==> src/watchdog_pkg.sv <==
// Shared constants for the watchdog control register block
package watchdog_pkg;
  localparam int ADDR_W   = 4;
  localparam int DATA_W   = 32;
  localparam int SEL_W    = 4;
  localparam int WORD_LSB = 2;
  localparam logic [1:0] CONTROL_WORD = 2'h0;
  localparam logic [1:0] STATUS_WORD  = 2'h1;
  // Control word layout
  localparam int ENABLE_BIT  = 15;
  localparam int SHADOW_HI   = 6;
  localparam int SHADOW_LO   = 2;
  localparam int WINDOW_BIT  = 1;
  localparam int CLEAR_BIT   = 0;
  localparam int ENABLE_LANE = 1;
  localparam int CTRL_LANE   = 0;
  // Status word layout
  localparam int SEEN_BIT    = 31;
  localparam int SEEN_LANE   = 3;
  localparam int PS_W        = 5;
  localparam int COUNT_W     = 21;
  localparam logic [PS_W-1:0] PS_MAX = 5'h14;
  localparam logic ENABLE_RESET = 1'b0;
  localparam logic WINDOW_RESET = 1'b0;
  // Timing
  localparam int CLK_PERIOD_NS   = 8;
  localparam int TICK_TIME_NS    = 1000000;
  localparam int TICK_CYCLES_DEF = (TICK_TIME_NS + CLK_PERIOD_NS - 1) / CLK_PERIOD_NS;
  localparam int WINDOW_SHIFT    = 2;
endpackage

==> src/watchdog_counter.sv <==
// Watchdog count with postscaled timeout and window check
`timescale 1ns/1ns
module watchdog_counter
  import watchdog_pkg::*;
#(
  parameter int unsigned TICK_CYCLES = TICK_CYCLES_DEF
) (
  input  wire logic               clk_i,
  input  wire logic               rst_i,
  input  wire logic               run_i,
  input  wire logic               window_i,
  input  wire logic               clear_i,
  input  wire logic [PS_W-1:0]    postscaler_i,
  output logic      [COUNT_W-1:0] count_o,
  output logic                    expired_o
);
  logic [31:0]        tick_cnt;
  logic [31:0]        next_tick_cnt;
  logic               tick;
  logic [PS_W-1:0]    ps;
  logic [COUNT_W-1:0] count;
  logic [COUNT_W-1:0] next_count;
  logic [COUNT_W-1:0] limit;
  logic [COUNT_W-1:0] quarter;
  logic [COUNT_W-1:0] open_at;
  logic               expired;
  logic               next_expired;

  always_comb begin
    // Settings above the widest count saturate instead of wrapping
    ps = (postscaler_i > PS_MAX) ? PS_MAX : postscaler_i;
    limit = COUNT_W'(1) << ps;
    quarter = limit >> WINDOW_SHIFT;
    if (quarter == '0) begin
      quarter = COUNT_W'(1);
    end
    open_at = limit - quarter;
    tick = (tick_cnt == 32'(TICK_CYCLES - 1));
    next_tick_cnt = tick ? '0 : tick_cnt + 32'h1;
    next_count = count;
    next_expired = 1'b0;
    if (!run_i) begin
      next_tick_cnt = '0;
      next_count = '0;
    end else if (clear_i) begin
      next_tick_cnt = '0;
      next_count = '0;
      // A clear before the window opens is treated as a fault
      if (window_i && (count < open_at)) begin
        next_expired = 1'b1;
      end
    end else if (tick) begin
      if (count >= limit - COUNT_W'(1)) begin
        next_count = '0;
        next_expired = 1'b1;
      end else begin
        next_count = count + COUNT_W'(1);
      end
    end
  end

  always_ff @(posedge clk_i) begin
    if (rst_i) begin
      tick_cnt <= '0;
      count <= '0;
      expired <= 1'b0;
    end else begin
      tick_cnt <= next_tick_cnt;
      count <= next_count;
      expired <= next_expired;
    end
  end

  assign count_o = count;
  assign expired_o = expired;
endmodule // watchdog_counter

==> src/watchdog_control_register.sv <==
// Watchdog control register with classic Wishbone slave and count
//
// Register access over Wishbone and the placing of the registers were decided locally.
`timescale 1ns/1ns
module watchdog_control_register
  import watchdog_pkg::*;
#(
  parameter int unsigned TICK_CYCLES = TICK_CYCLES_DEF
) (
  input  wire logic              clk_i,
  input  wire logic              rst_i,
  input  wire logic [ADDR_W-1:0] wb_adr_i,
  input  wire logic [DATA_W-1:0] wb_dat_i,
  input  wire logic [SEL_W-1:0]  wb_sel_i,
  input  wire logic              wb_we_i,
  input  wire logic              wb_cyc_i,
  input  wire logic              wb_stb_i,
  output logic      [DATA_W-1:0] wb_dat_o,
  output logic                   wb_ack_o,
  input  wire logic              config_enable_i,
  input  wire logic [PS_W-1:0]   config_postscaler_i,
  output logic                   running_o,
  output logic                   window_mode_o,
  output logic                   count_clear_o,
  output logic                   expired_o
);
  logic               ack;
  logic               next_ack;
  logic [DATA_W-1:0]  rdata;
  logic [DATA_W-1:0]  next_rdata;
  logic               sw_enable;
  logic               next_sw_enable;
  logic               window_mode;
  logic               next_window_mode;
  logic [PS_W-1:0]    postscaler_shadow;
  logic [PS_W-1:0]    next_postscaler_shadow;
  logic               count_clear;
  logic               next_count_clear;
  logic               seen;
  logic               next_seen;
  logic               req;
  logic               hit_ctrl;
  logic               hit_status;
  logic               wr_ctrl;
  logic               wr_status;
  logic               running;
  logic               expired;
  logic [COUNT_W-1:0] count;
  logic [DATA_W-1:0]  ctrl_word;
  logic [DATA_W-1:0]  status_word;

  // Bus decode and answer
  always_comb begin
    req = wb_cyc_i && wb_stb_i;
    hit_ctrl = (wb_adr_i[ADDR_W-1:WORD_LSB] == CONTROL_WORD);
    hit_status = (wb_adr_i[ADDR_W-1:WORD_LSB] == STATUS_WORD);
    // One wait state; writes land on the edge that sees ack
    next_ack = req && !ack;
    wr_ctrl = req && ack && wb_we_i && hit_ctrl;
    wr_status = req && ack && wb_we_i && hit_status;
  end

  assign running = config_enable_i || sw_enable;

  always_comb begin
    ctrl_word = '0;
    ctrl_word[ENABLE_BIT] = running;
    ctrl_word[SHADOW_HI:SHADOW_LO] = postscaler_shadow;
    ctrl_word[WINDOW_BIT] = window_mode;
    ctrl_word[CLEAR_BIT] = 1'b0;
    status_word = '0;
    status_word[COUNT_W-1:0] = count;
    status_word[SEEN_BIT] = seen;
  end

  // read mux, unused bits stay zero
  always_comb begin
    next_rdata = rdata;
    if (req && !ack) begin
      if (hit_ctrl) begin
        next_rdata = ctrl_word;
      end else if (hit_status) begin
        next_rdata = status_word;
      end else begin
        next_rdata = '0;
      end
    end
  end

  always_ff @(posedge clk_i) begin
    if (rst_i) begin
      ack <= 1'b0;
      rdata <= '0;
    end else begin
      ack <= next_ack;
      rdata <= next_rdata;
    end
  end

  // Control state
  always_comb begin
    next_sw_enable = sw_enable;
    next_window_mode = window_mode;
    next_count_clear = 1'b0;
    next_seen = seen;
    // software enable, cleared by any write to the enable lane while configuration enabled
    if (wr_ctrl && wb_sel_i[ENABLE_LANE]) begin
      if (wb_dat_i[ENABLE_BIT]) begin
        next_sw_enable = !config_enable_i;
      end else begin
        next_sw_enable = 1'b0;
      end
    end
    if (wr_ctrl && wb_sel_i[CTRL_LANE]) begin
      next_window_mode = wb_dat_i[WINDOW_BIT];
    end
    // only a one clears the count
    if (wr_ctrl && wb_sel_i[CTRL_LANE] && wb_dat_i[CLEAR_BIT]) begin
      next_count_clear = 1'b1;
    end
    if (wr_status && wb_sel_i[SEEN_LANE] && wb_dat_i[SEEN_BIT]) begin
      next_seen = 1'b0;
    end
    // Expiry in the clearing cycle is kept
    if (expired) begin
      next_seen = 1'b1;
    end
  end

  // shadow caught on every reset cycle
  always_comb begin
    next_postscaler_shadow = rst_i ? config_postscaler_i : postscaler_shadow;
  end

  always_ff @(posedge clk_i) begin
    postscaler_shadow <= next_postscaler_shadow;
  end

  always_ff @(posedge clk_i) begin
    if (rst_i) begin
      sw_enable <= ENABLE_RESET;
      window_mode <= WINDOW_RESET;
      count_clear <= 1'b0;
      seen <= 1'b0;
    end else begin
      sw_enable <= next_sw_enable;
      window_mode <= next_window_mode;
      count_clear <= next_count_clear;
      seen <= next_seen;
    end
  end

  watchdog_counter #(
    .TICK_CYCLES (TICK_CYCLES)
  ) u_counter (
    .clk_i        (clk_i),
    .rst_i        (rst_i),
    .run_i        (running),
    .window_i     (window_mode),
    .clear_i      (count_clear),
    .postscaler_i (postscaler_shadow),
    .count_o      (count),
    .expired_o    (expired)
  );

  assign wb_dat_o = rdata;
  assign wb_ack_o = ack;
  assign running_o = running;
  assign window_mode_o = window_mode;
  assign count_clear_o = count_clear;
  assign expired_o = expired;
endmodule // watchdog_control_register

==> config.mk <==
export PLATFORM = sky130hd
export DESIGN_NAME = watchdog_control_register
export DESIGN_NICKNAME = d
export VERILOG_FILES = /design/src/watchdog_pkg.sv /design/src/watchdog_counter.sv /design/src/watchdog_control_register.sv
export SDC_FILE = /design/constraint.sdc
export NUM_CORES = 1
export LEC_CHECK = 0
export ABC_AREA = 1
export BUFFER_PORTS_ARGS = -buffer_cell sky130_fd_sc_hd__buf_2
export CORE_MARGIN = 4
export CORE_UTILIZATION = 60
export DETAILED_ROUTE_END_ITERATION = 6
export GPL_ROUTABILITY_DRIVEN = 0
export PLACE_DENSITY = 0.9
export SLEW_MARGIN = 20
export SYNTH_ARGS = -nofsm -noshare
export SYNTH_HDL_FRONTEND = slang
export SYNTH_SLANG_ARGS = --single-unit
==> constraint.sdc <==
create_clock -name clk_i -period 3.95 [get_ports clk_i]
set_clock_uncertainty 0.05 [all_clocks]
set_input_delay 0.9875 -clock clk_i [delete_from_list [all_inputs] [get_ports clk_i]]
set_output_delay 0.9875 -clock clk_i [all_outputs]
set_load 0.05 [all_outputs]
==> results of run 1 <==
## cells by family (layout without fill, tap and decap cells)
group | after synthesis | after routing | synth area share [%]
DFF | 86 | 86 | 25.6
AOI/OAI and AO/OA | 144 | 144 | 12.0
and+or+nand+nor | 565 | 565 | 36.5
other | 1 | 10 | 0.0541
adders and majority gates | 64 | 64 | 11.7
xor gates and xnor gates | 38 | 38 | 4.80
buffers and inverters | 159 | 223 | 9.44
## final cells by class
class | instances | area (um2)
clock inverters | 7 | 57.6
fillers | 828 | 3140
repair buffers | 77 | 470
well taps | 140 | 175
flip-flops and latches | 86 | 1770
multi-input cells | 821 | 4750
inverters | 130 | 490
clock buffers | 9 | 225
## cell usage after synthesis, drive strengths merged
master,count,area share (%)
nor4,4,0.36
nor3b,6,0.72
xnor2,14,1.8
o21ai,38,3.0
ha,63,11
o21bai,3,0.32
nand3,81,6.0
o21a,4,0.43
or2,1,0.090
or3b,1,0.13
o211ai,2,0.22
edfxtp,5,2.2
a31oi,4,0.36
dfxtp,81,23
nor2,167,9.9
o31ai,12,1.3
buf,20,1.9
a21oi,71,5.2
nand3b,4,0.43
nand2,230,13
fa,1,0.29
clkbuf,9,0.49
a21o,4,0.43
conb,1,0.054
a221oi,6,0.76
xor2,24,3.0
nand4,39,3.7
nor3,32,2.5
inv,130,7.0
## how the worst min path moves through the flow
stage / from / end / slack (ps) / cells past startpoint
after detailed placement: u_counter.tick_cnt[0] / u_counter.tick_cnt[0] / 390 / 1
after global placement: u_counter.tick_cnt[0] / u_counter.tick_cnt[0] / 380 / 1
final: u_counter.tick_cnt[0] / u_counter.tick_cnt[0] / 410 / 1
after floorplan: u_counter.tick_cnt[0] / u_counter.tick_cnt[0] / 370 / 1
after global routing: wb_dat_o[14] / wb_dat_o[14] / 430 / 2
after CTS: u_counter.tick_cnt[0] / u_counter.tick_cnt[0] / 410 / 1
## worst max-delay path: stages (launching register included)
cell,delay [ps]
sky130_fd_sc_hd__edfxtp_1,490
sky130_fd_sc_hd__buf_4,190
sky130_fd_sc_hd__buf_4,140
sky130_fd_sc_hd__nor2_4,160
sky130_fd_sc_hd__inv_2,110
sky130_fd_sc_hd__nor2_1,180
sky130_fd_sc_hd__inv_1,100
sky130_fd_sc_hd__ha_2,410
sky130_fd_sc_hd__nand2_1,110
sky130_fd_sc_hd__nor2_1,270
sky130_fd_sc_hd__nand2_1,110
sky130_fd_sc_hd__nand2_1,90
sky130_fd_sc_hd__nand2_1,60
sky130_fd_sc_hd__nand3_1,130
sky130_fd_sc_hd__xor2_1,280
sky130_fd_sc_hd__ha_1,320
sky130_fd_sc_hd__a21oi_1,150
sky130_fd_sc_hd__nor2_1,70
sky130_fd_sc_hd__nor3_2,190
sky130_fd_sc_hd__nand3_2,80
sky130_fd_sc_hd__nand2_1,60
## routing by layer
metal | up-vias | GRT usage (%) | share of wire [%]
met5 | - | 0 | 0
met4 | 0 | 11.1 | 4.1
met3 | 72 | 4.23 | 8.2
met2 | 360 | 48.1 | 47
met1 | 3332 | 34.2 | 40
li1 | 3630 | - | -
## report_power, final
part	internal, mW	switching [mW]	leakage [nW]	total (mW)
sequential	0.886	0.0118	0.703	0.898
clock	0.433	0.362	0.134	0.795
combinational	0.287	0.494	2.76	0.781
total	1.61	0.868	3.60	2.47
## stage by stage
step / std cells / hold WS (ps)
global placement: 1242 / 379
floorplan: 1066 / 368
finish: 1270 / 406
global route: 1270 / 430
detailed placement: 1242 / 393
CTS: 1260 / 408
## sequential cells by signal, indices dropped and copies added, names as in the netlist
name and count:
wb_ack_o 1, u_counter.expired_o 1, u_counter.tick_cnt 32, wb_dat_o 22, u_counter.count_o 21, count_clear_o 1
postscaler_shadow 5, window_mode_o 1, seen 1, sw_enable 1
## timing repair
action	in CTS	in global routing
buffers inserted	2	10
pin swaps	2	15
setup endpoints to repair	1	15
gates resized for setup	5	54
==> PnR_summary.wiki, run 1 <==
{| class="wikitable"
! Metric !! Value
|-
| Status || finished, final reports clean
|-
| Total Routing Usage GR || 27.7%
|-
| H-tree Lvls || 3
|-
| Clock-pin transition on the worst setup and hold timing paths || 70 ps
|-
| Antenna violations before repair || 0
|-
| Antenna fix cells || 0
|-
| Die width || approximately 120 um
|-
| Netlist area before placement || 6930 um2
|-
| Final min period || 3830 ps
|-
| Ports placed on the boundary || 88
|-
| Total negative slack for setup checks || 0 ps
|-
| Number of buffers created by CTS || 9
|-
| Vias || 7,394
|-
| Max Transition Viols Final || 0
|-
| Post-synthesis instance total || 1,057
|-
| Worst hold-check path type || reg -> reg
|-
| Finished Core Util || between 70% and 80%
|-
| Post-CTS Hold Buffers || 0
|-
| First-pass iteration count of the detailed router || 6
|-
| Path depth of the worst reg2reg path || 20
|-
| Area Growth Syn to Fin || 14.6%
|-
| FF-to-FF Start || postscaler_shadow[4]
|-
| Fraction of layout instances using a drive strength above 1 || approximately 16%
|-
| Pin count of the biggest net entering global routing || 25
|-
| Post-route design area || 7940 um2
|-
| Number of DRC markers in iteration 0 || 670
|-
| Standard-cell row count || 38
|-
| Number of clock sinks || 86
|-
| Max capacitance violation total || 0
|-
| Post-route worst setup slack || 120 ps
|-
| Initial core utilization || 62.6%
|-
| Aggregate routed wire length || 19.0 mm
|-
| Clock tree from TritonCTS || done
|-
| Vias per Instance || 5.82
|-
| Maximum number of buffers from clock root to sink || 2
|-
| Overflow after GRT || 0
|-
| Input/output buffers || 46
|-
| Power Dens Cells || 311 nW/um2
|-
| Maximum fanout along the worst path || 7
|-
| Buffer cell driving the clock tree root || sky130_fd_sc_hd__clkbuf_16
|-
| Post-placement cell area || between 7000 and 8000 um2
|-
| End point of the critical path || u_counter.expired_o
|-
| Peak supply drop || 0.317 mV
|-
| Number of storage elements in the synthesis netlist || 86
|-
| Total Power Consumption || 2.47 mW
|-
| Setup CP Type || reg -> reg
|-
| Yosys cell types || 42
|-
| Y dimension of the die || ~120 um
|-
| Core footprint || 11,100 um2
|-
| Final Hold Vio Count || 0
|-
| Final nets || ~1,200
|-
| Number of setup violations in the final report || 0
|-
| Number of antenna-violating nets in the routed design || 0
|-
| Worst setup EP type || register
|-
| Fmax || 261 MHz
|-
| HPWL after detailed placement || 13.9 mm
|-
| CP Data Arrival Time || 4060 ps
|-
| # DRC || 0
|-
| Average footprint of a synthesized cell || about 6.6 um2
|-
| CP startpoint || postscaler_shadow[4]
|-
| Worst Max-Slew Pin Slew || 635 ps
|-
| Commonest non-fill, non-tap cell in the layout || sky130_fd_sc_hd__nand2_1
|-
| Most frequent cells in the layout || sky130_fd_sc_hd__nand2_1 (217), sky130_fd_sc_hd__nor2_1 (140), sky130_fd_sc_hd__inv_1 (119), sky130_fd_sc_hd__dfxtp_1 (81), sky130_fd_sc_hd__nand3_1 (76)
|-
| Req. time, crit path || 4180 ps
|-
| Syn. warnings || 0
|-
| Crit path launch type || register
|-
| Relative slew margins || 57.6%
|-
| Die Area || roughly 13,000 um2
|-
| Routed wirelength normalized by instance count || 15.0 um
|-
| Clk_lat worst skew || 340 ps
|-
| LEAKAGE || around 3.6 nW
|-
| Vias in the first global route || 6,774
|-
| Post-route fraction of the period consumed by the critical path || 97.0%
|-
| Global-route wire length before repair || 30.5 mm
|-
| Sequential fraction of the synthesis area || 25.6%
|-
| Terminus of the critical flop-to-flop path || u_counter.expired_o
|-
| Worst R2R Setup Slack || 120 ps
|-
| Post-place setup slack || -54.6 ps
|}
Note: power is estimated with default switching activity, not from simulation.
==> run 2, diff against run 1 <==
--- a/config.mk
+++ b/config.mk
@@ -8,10 +8,11 @@
 export ABC_AREA = 1
 export BUFFER_PORTS_ARGS = -buffer_cell sky130_fd_sc_hd__buf_2
 export CORE_MARGIN = 4
-export CORE_UTILIZATION = 60
+export CORE_UTILIZATION = 61
+export CTS_BUF_LIST = sky130_fd_sc_hd__clkbuf_2
 export DETAILED_ROUTE_END_ITERATION = 6
 export GPL_ROUTABILITY_DRIVEN = 0
-export PLACE_DENSITY = 0.9
+export PLACE_DENSITY = 0.91
 export SLEW_MARGIN = 20
 export SYNTH_ARGS = -nofsm -noshare
 export SYNTH_HDL_FRONTEND = slang
==> PnR_summary.wiki, run 2 (synthesis results as in run 1) <==
{| class="wikitable"
! Metric !! Value
|-
| Status || finished, final reports clean
|-
| Startpoint of the lowest-slack hold path || u_counter.tick_cnt[0]
|-
| Worst hold-check path type || reg -> reg
|-
| Maximum number of buffers from clock root to sink || 2 (unchanged)
|-
| Delay of the slowest critical-path stage || 570 ps (+80 ps)
|-
| Die Area || 13,100 um2 (-1.5%)
|-
| Aggregate routed wire length || 18.4 mm (-3.0%)
|-
| Buffer cell driving the clock tree root || sky130_fd_sc_hd__clkbuf_2
|-
| Final nets || 1,238 (-0.16%)
|-
| Clk_lat worst skew || 610 ps (+270 ps)
|-
| Max capacitance violation total || 0 (unchanged)
|-
| Area Growth Syn to Fin || 10.8%
|-
| First-pass iteration count of the detailed router || 5 (-1)
|-
| Number of buffers created by CTS || 9 (unchanged)
|-
| Post-place setup slack || -36.8 ps (+17.8 ps)
|-
| Global-route wire length before repair || 29.9 mm (-2.0%)
|-
| Antenna fix cells || 0 (unchanged)
|-
| Cell seen most often among critical-path stages || sky130_fd_sc_hd__nand2_1
|-
| Ports placed on the boundary || 88 (unchanged)
|-
| H-tree Lvls || 3 (unchanged)
|-
| Post-CTS Hold Buffers || 0 (unchanged)
|-
| CP Data Arrival Time || 4320 ps (+260 ps)
|-
| Total Routing Usage GR || 27.5% (-0.11 points)
|-
| Vias per Instance || 5.74 (-1.3%)
|-
| Crit path launch type || register
|-
| Final Hold Vio Count || 0 (unchanged)
|-
| Peak supply drop || 0.231 mV (-27%)
|-
| Post-route fraction of the period consumed by the critical path || 97.0% (about the same)
|-
| Flip-flop count of the largest register, all copies and words added || 32 (unchanged)
|-
| LEAKAGE || 3.52 nW (-2.3%)
|-
| Largest reg by FF count || u_counter.tick_cnt
|-
| Worst setup EP type || register
|-
| Setup CP Type || reg -> reg
|-
| Worst Max-Slew Pin Slew || 651 ps (+16.3 ps)
|-
| Power Dens Cells || 273 nW/um2 (-12%)
|-
| Critical-path cell with the highest stage delay || sky130_fd_sc_hd__edfxtp_1
|-
| Pin count of the biggest net entering global routing || 25 (unchanged)
|-
| Clock-pin transition on the worst setup and hold timing paths || 230 ps (+160 ps)
|-
| Post-route worst setup slack || 117 ps (-2.83 ps)
|-
| Input/output buffers || 46 (unchanged)
|-
| Clock tree from TritonCTS || done
|-
| Total Power Consumption || 2.10 mW (-15%)
|-
| FF-to-FF Start || postscaler_shadow[2]
|-
| Relative slew margins || 56.5% (-1.1 points)
|-
| Most frequent cells in the layout || sky130_fd_sc_hd__nand2_1 (221), sky130_fd_sc_hd__nor2_1 (144), sky130_fd_sc_hd__inv_1 (120), sky130_fd_sc_hd__dfxtp_1 (81), sky130_fd_sc_hd__nand3_1 (78)
|-
| Overflow after GRT || 0 (unchanged)
|-
| Vias in the first global route || 6,675 (-1.5%)
|-
| Standard-cell row count || 38 (unchanged)
|-
| Number of antenna-violating nets in the routed design || 0 (unchanged)
|-
| Y dimension of the die || 115 um (-0.77%)
|-
| Number of setup violations in the final report || 0 (unchanged)
|-
| Antenna violations before repair || 0 (unchanged)
|-
| Finished Core Util || 69.9% (-1.7 points)
|-
| Vias || 7,284 (-1.5%)
|-
| Buffers plus inverters on the worst setup path || 6 (+2)
|-
| Fmax || 261 MHz (about the same)
|-
| Initial core utilization || 63.1% (+0.54 points)
|-
| Family of cells with the greatest summed delay on the critical path || simple AND/OR/NAND/NOR gates
|-
| Final min period || 3830 ps (+2.83 ps)
|-
| Placed cell count || 1,243 (+0.081%)
|-
| CP startpoint || postscaler_shadow[2]
|-
| Die width || 115 um (-0.77%)
|-
| Max Transition Viols Final || 0 (unchanged)
|-
| # DRC || 0 (unchanged)
|-
| Req. time, crit path || 4440 ps (+260 ps)
|-
| HPWL after detailed placement || 14.2 mm (+2.4%)
|-
| Number of clock sinks || 86 (unchanged)
|-
| Routed wirelength normalized by instance count || 14.5 um (-2.9%)
|-
| Maximum fanout along the worst path || 5 (-2)
|-
| Fraction of layout instances using a drive strength above 1 || 14.5% (-1.6 points)
|-
| Core footprint || 11,000 um2 (-0.86%)
|-
| Number of DRC markers in iteration 0 || 619 (-7.6%)
|-
| Final cell count without fillers || 1,268 (-0.16%)
|-
| Commonest non-fill, non-tap cell in the layout || sky130_fd_sc_hd__nand2_1
|}
[run 2: metal layers]
metal | routed length [um] | GRT usage [%]
met1 | 7650 | 34.5
met2 | 8640 | 46.3
met3 | 1430 | 4.81
met4 | 710 | 12.0
met5 | 0 | 0
[run 2: final timing paths]
path | end | slack, ps | cells past startpoint
min | u_counter.tick_cnt[0] | 420 | 1
min reg2reg | u_counter.tick_cnt[0] | 420 | 1
max | u_counter.expired_o | 120 | 28
max reg2reg | u_counter.expired_o | 120 | 28
[run 2: stage by stage]
step | instance area [um2] | TNS [ps] | hold WS [ps]
global placement | 7360 | 0 | 380
floorplan | 6970 | 0 | 368
global route | 7680 | -85.2 | 430
finish | 7680 | 0 | 419
CTS | 7480 | 0 | 423
detailed placement | 7360 | -36.8 | 395
[run 2: worst register-to-register path, delay by kind of cell, from the launching register on]
family	cells	cell delay (ps)
AO/OA/AOI/OAI	2	360
XOR/XNOR	1	70
adder cells (fa/ha/maj)	3	880
buffers and inverters	6	480
flip-flops	1	570
AND/OR/NAND/NOR	16	1360
[run 2: report_power, final]
| group | internal (mW) | leakage (nW) | switching (mW) | total, mW |
|---|---|---|---|---|
| registers | 0.889 | 0.703 | 0.0111 | 0.900 |
| logic | 0.266 | 2.74 | 0.471 | 0.737 |
| clock network | 0.148 | 0.0707 | 0.316 | 0.463 |
| total | 1.30 | 3.52 | 0.798 | 2.10 |
[run 2: layout make-up]
class | count | area (um2)
Clock buffer | 9 | 45.0
Clock inverter | 7 | 70.1
Fill cell | 895 | 3300
Inverter | 130 | 490
Multi-Input combinational cell | 821 | 4670
Sequential cell | 86 | 1770
Tap cell | 140 | 175
Timing Repair Buffer | 75 | 455
[run 2: timing repair]
item,4_1_cts,5_1_grt
setup endpoints to repair,1,14
pin swaps,0,13
gates resized for setup,1,38
setup buffers,1,8
hold endpoints to repair,0,0
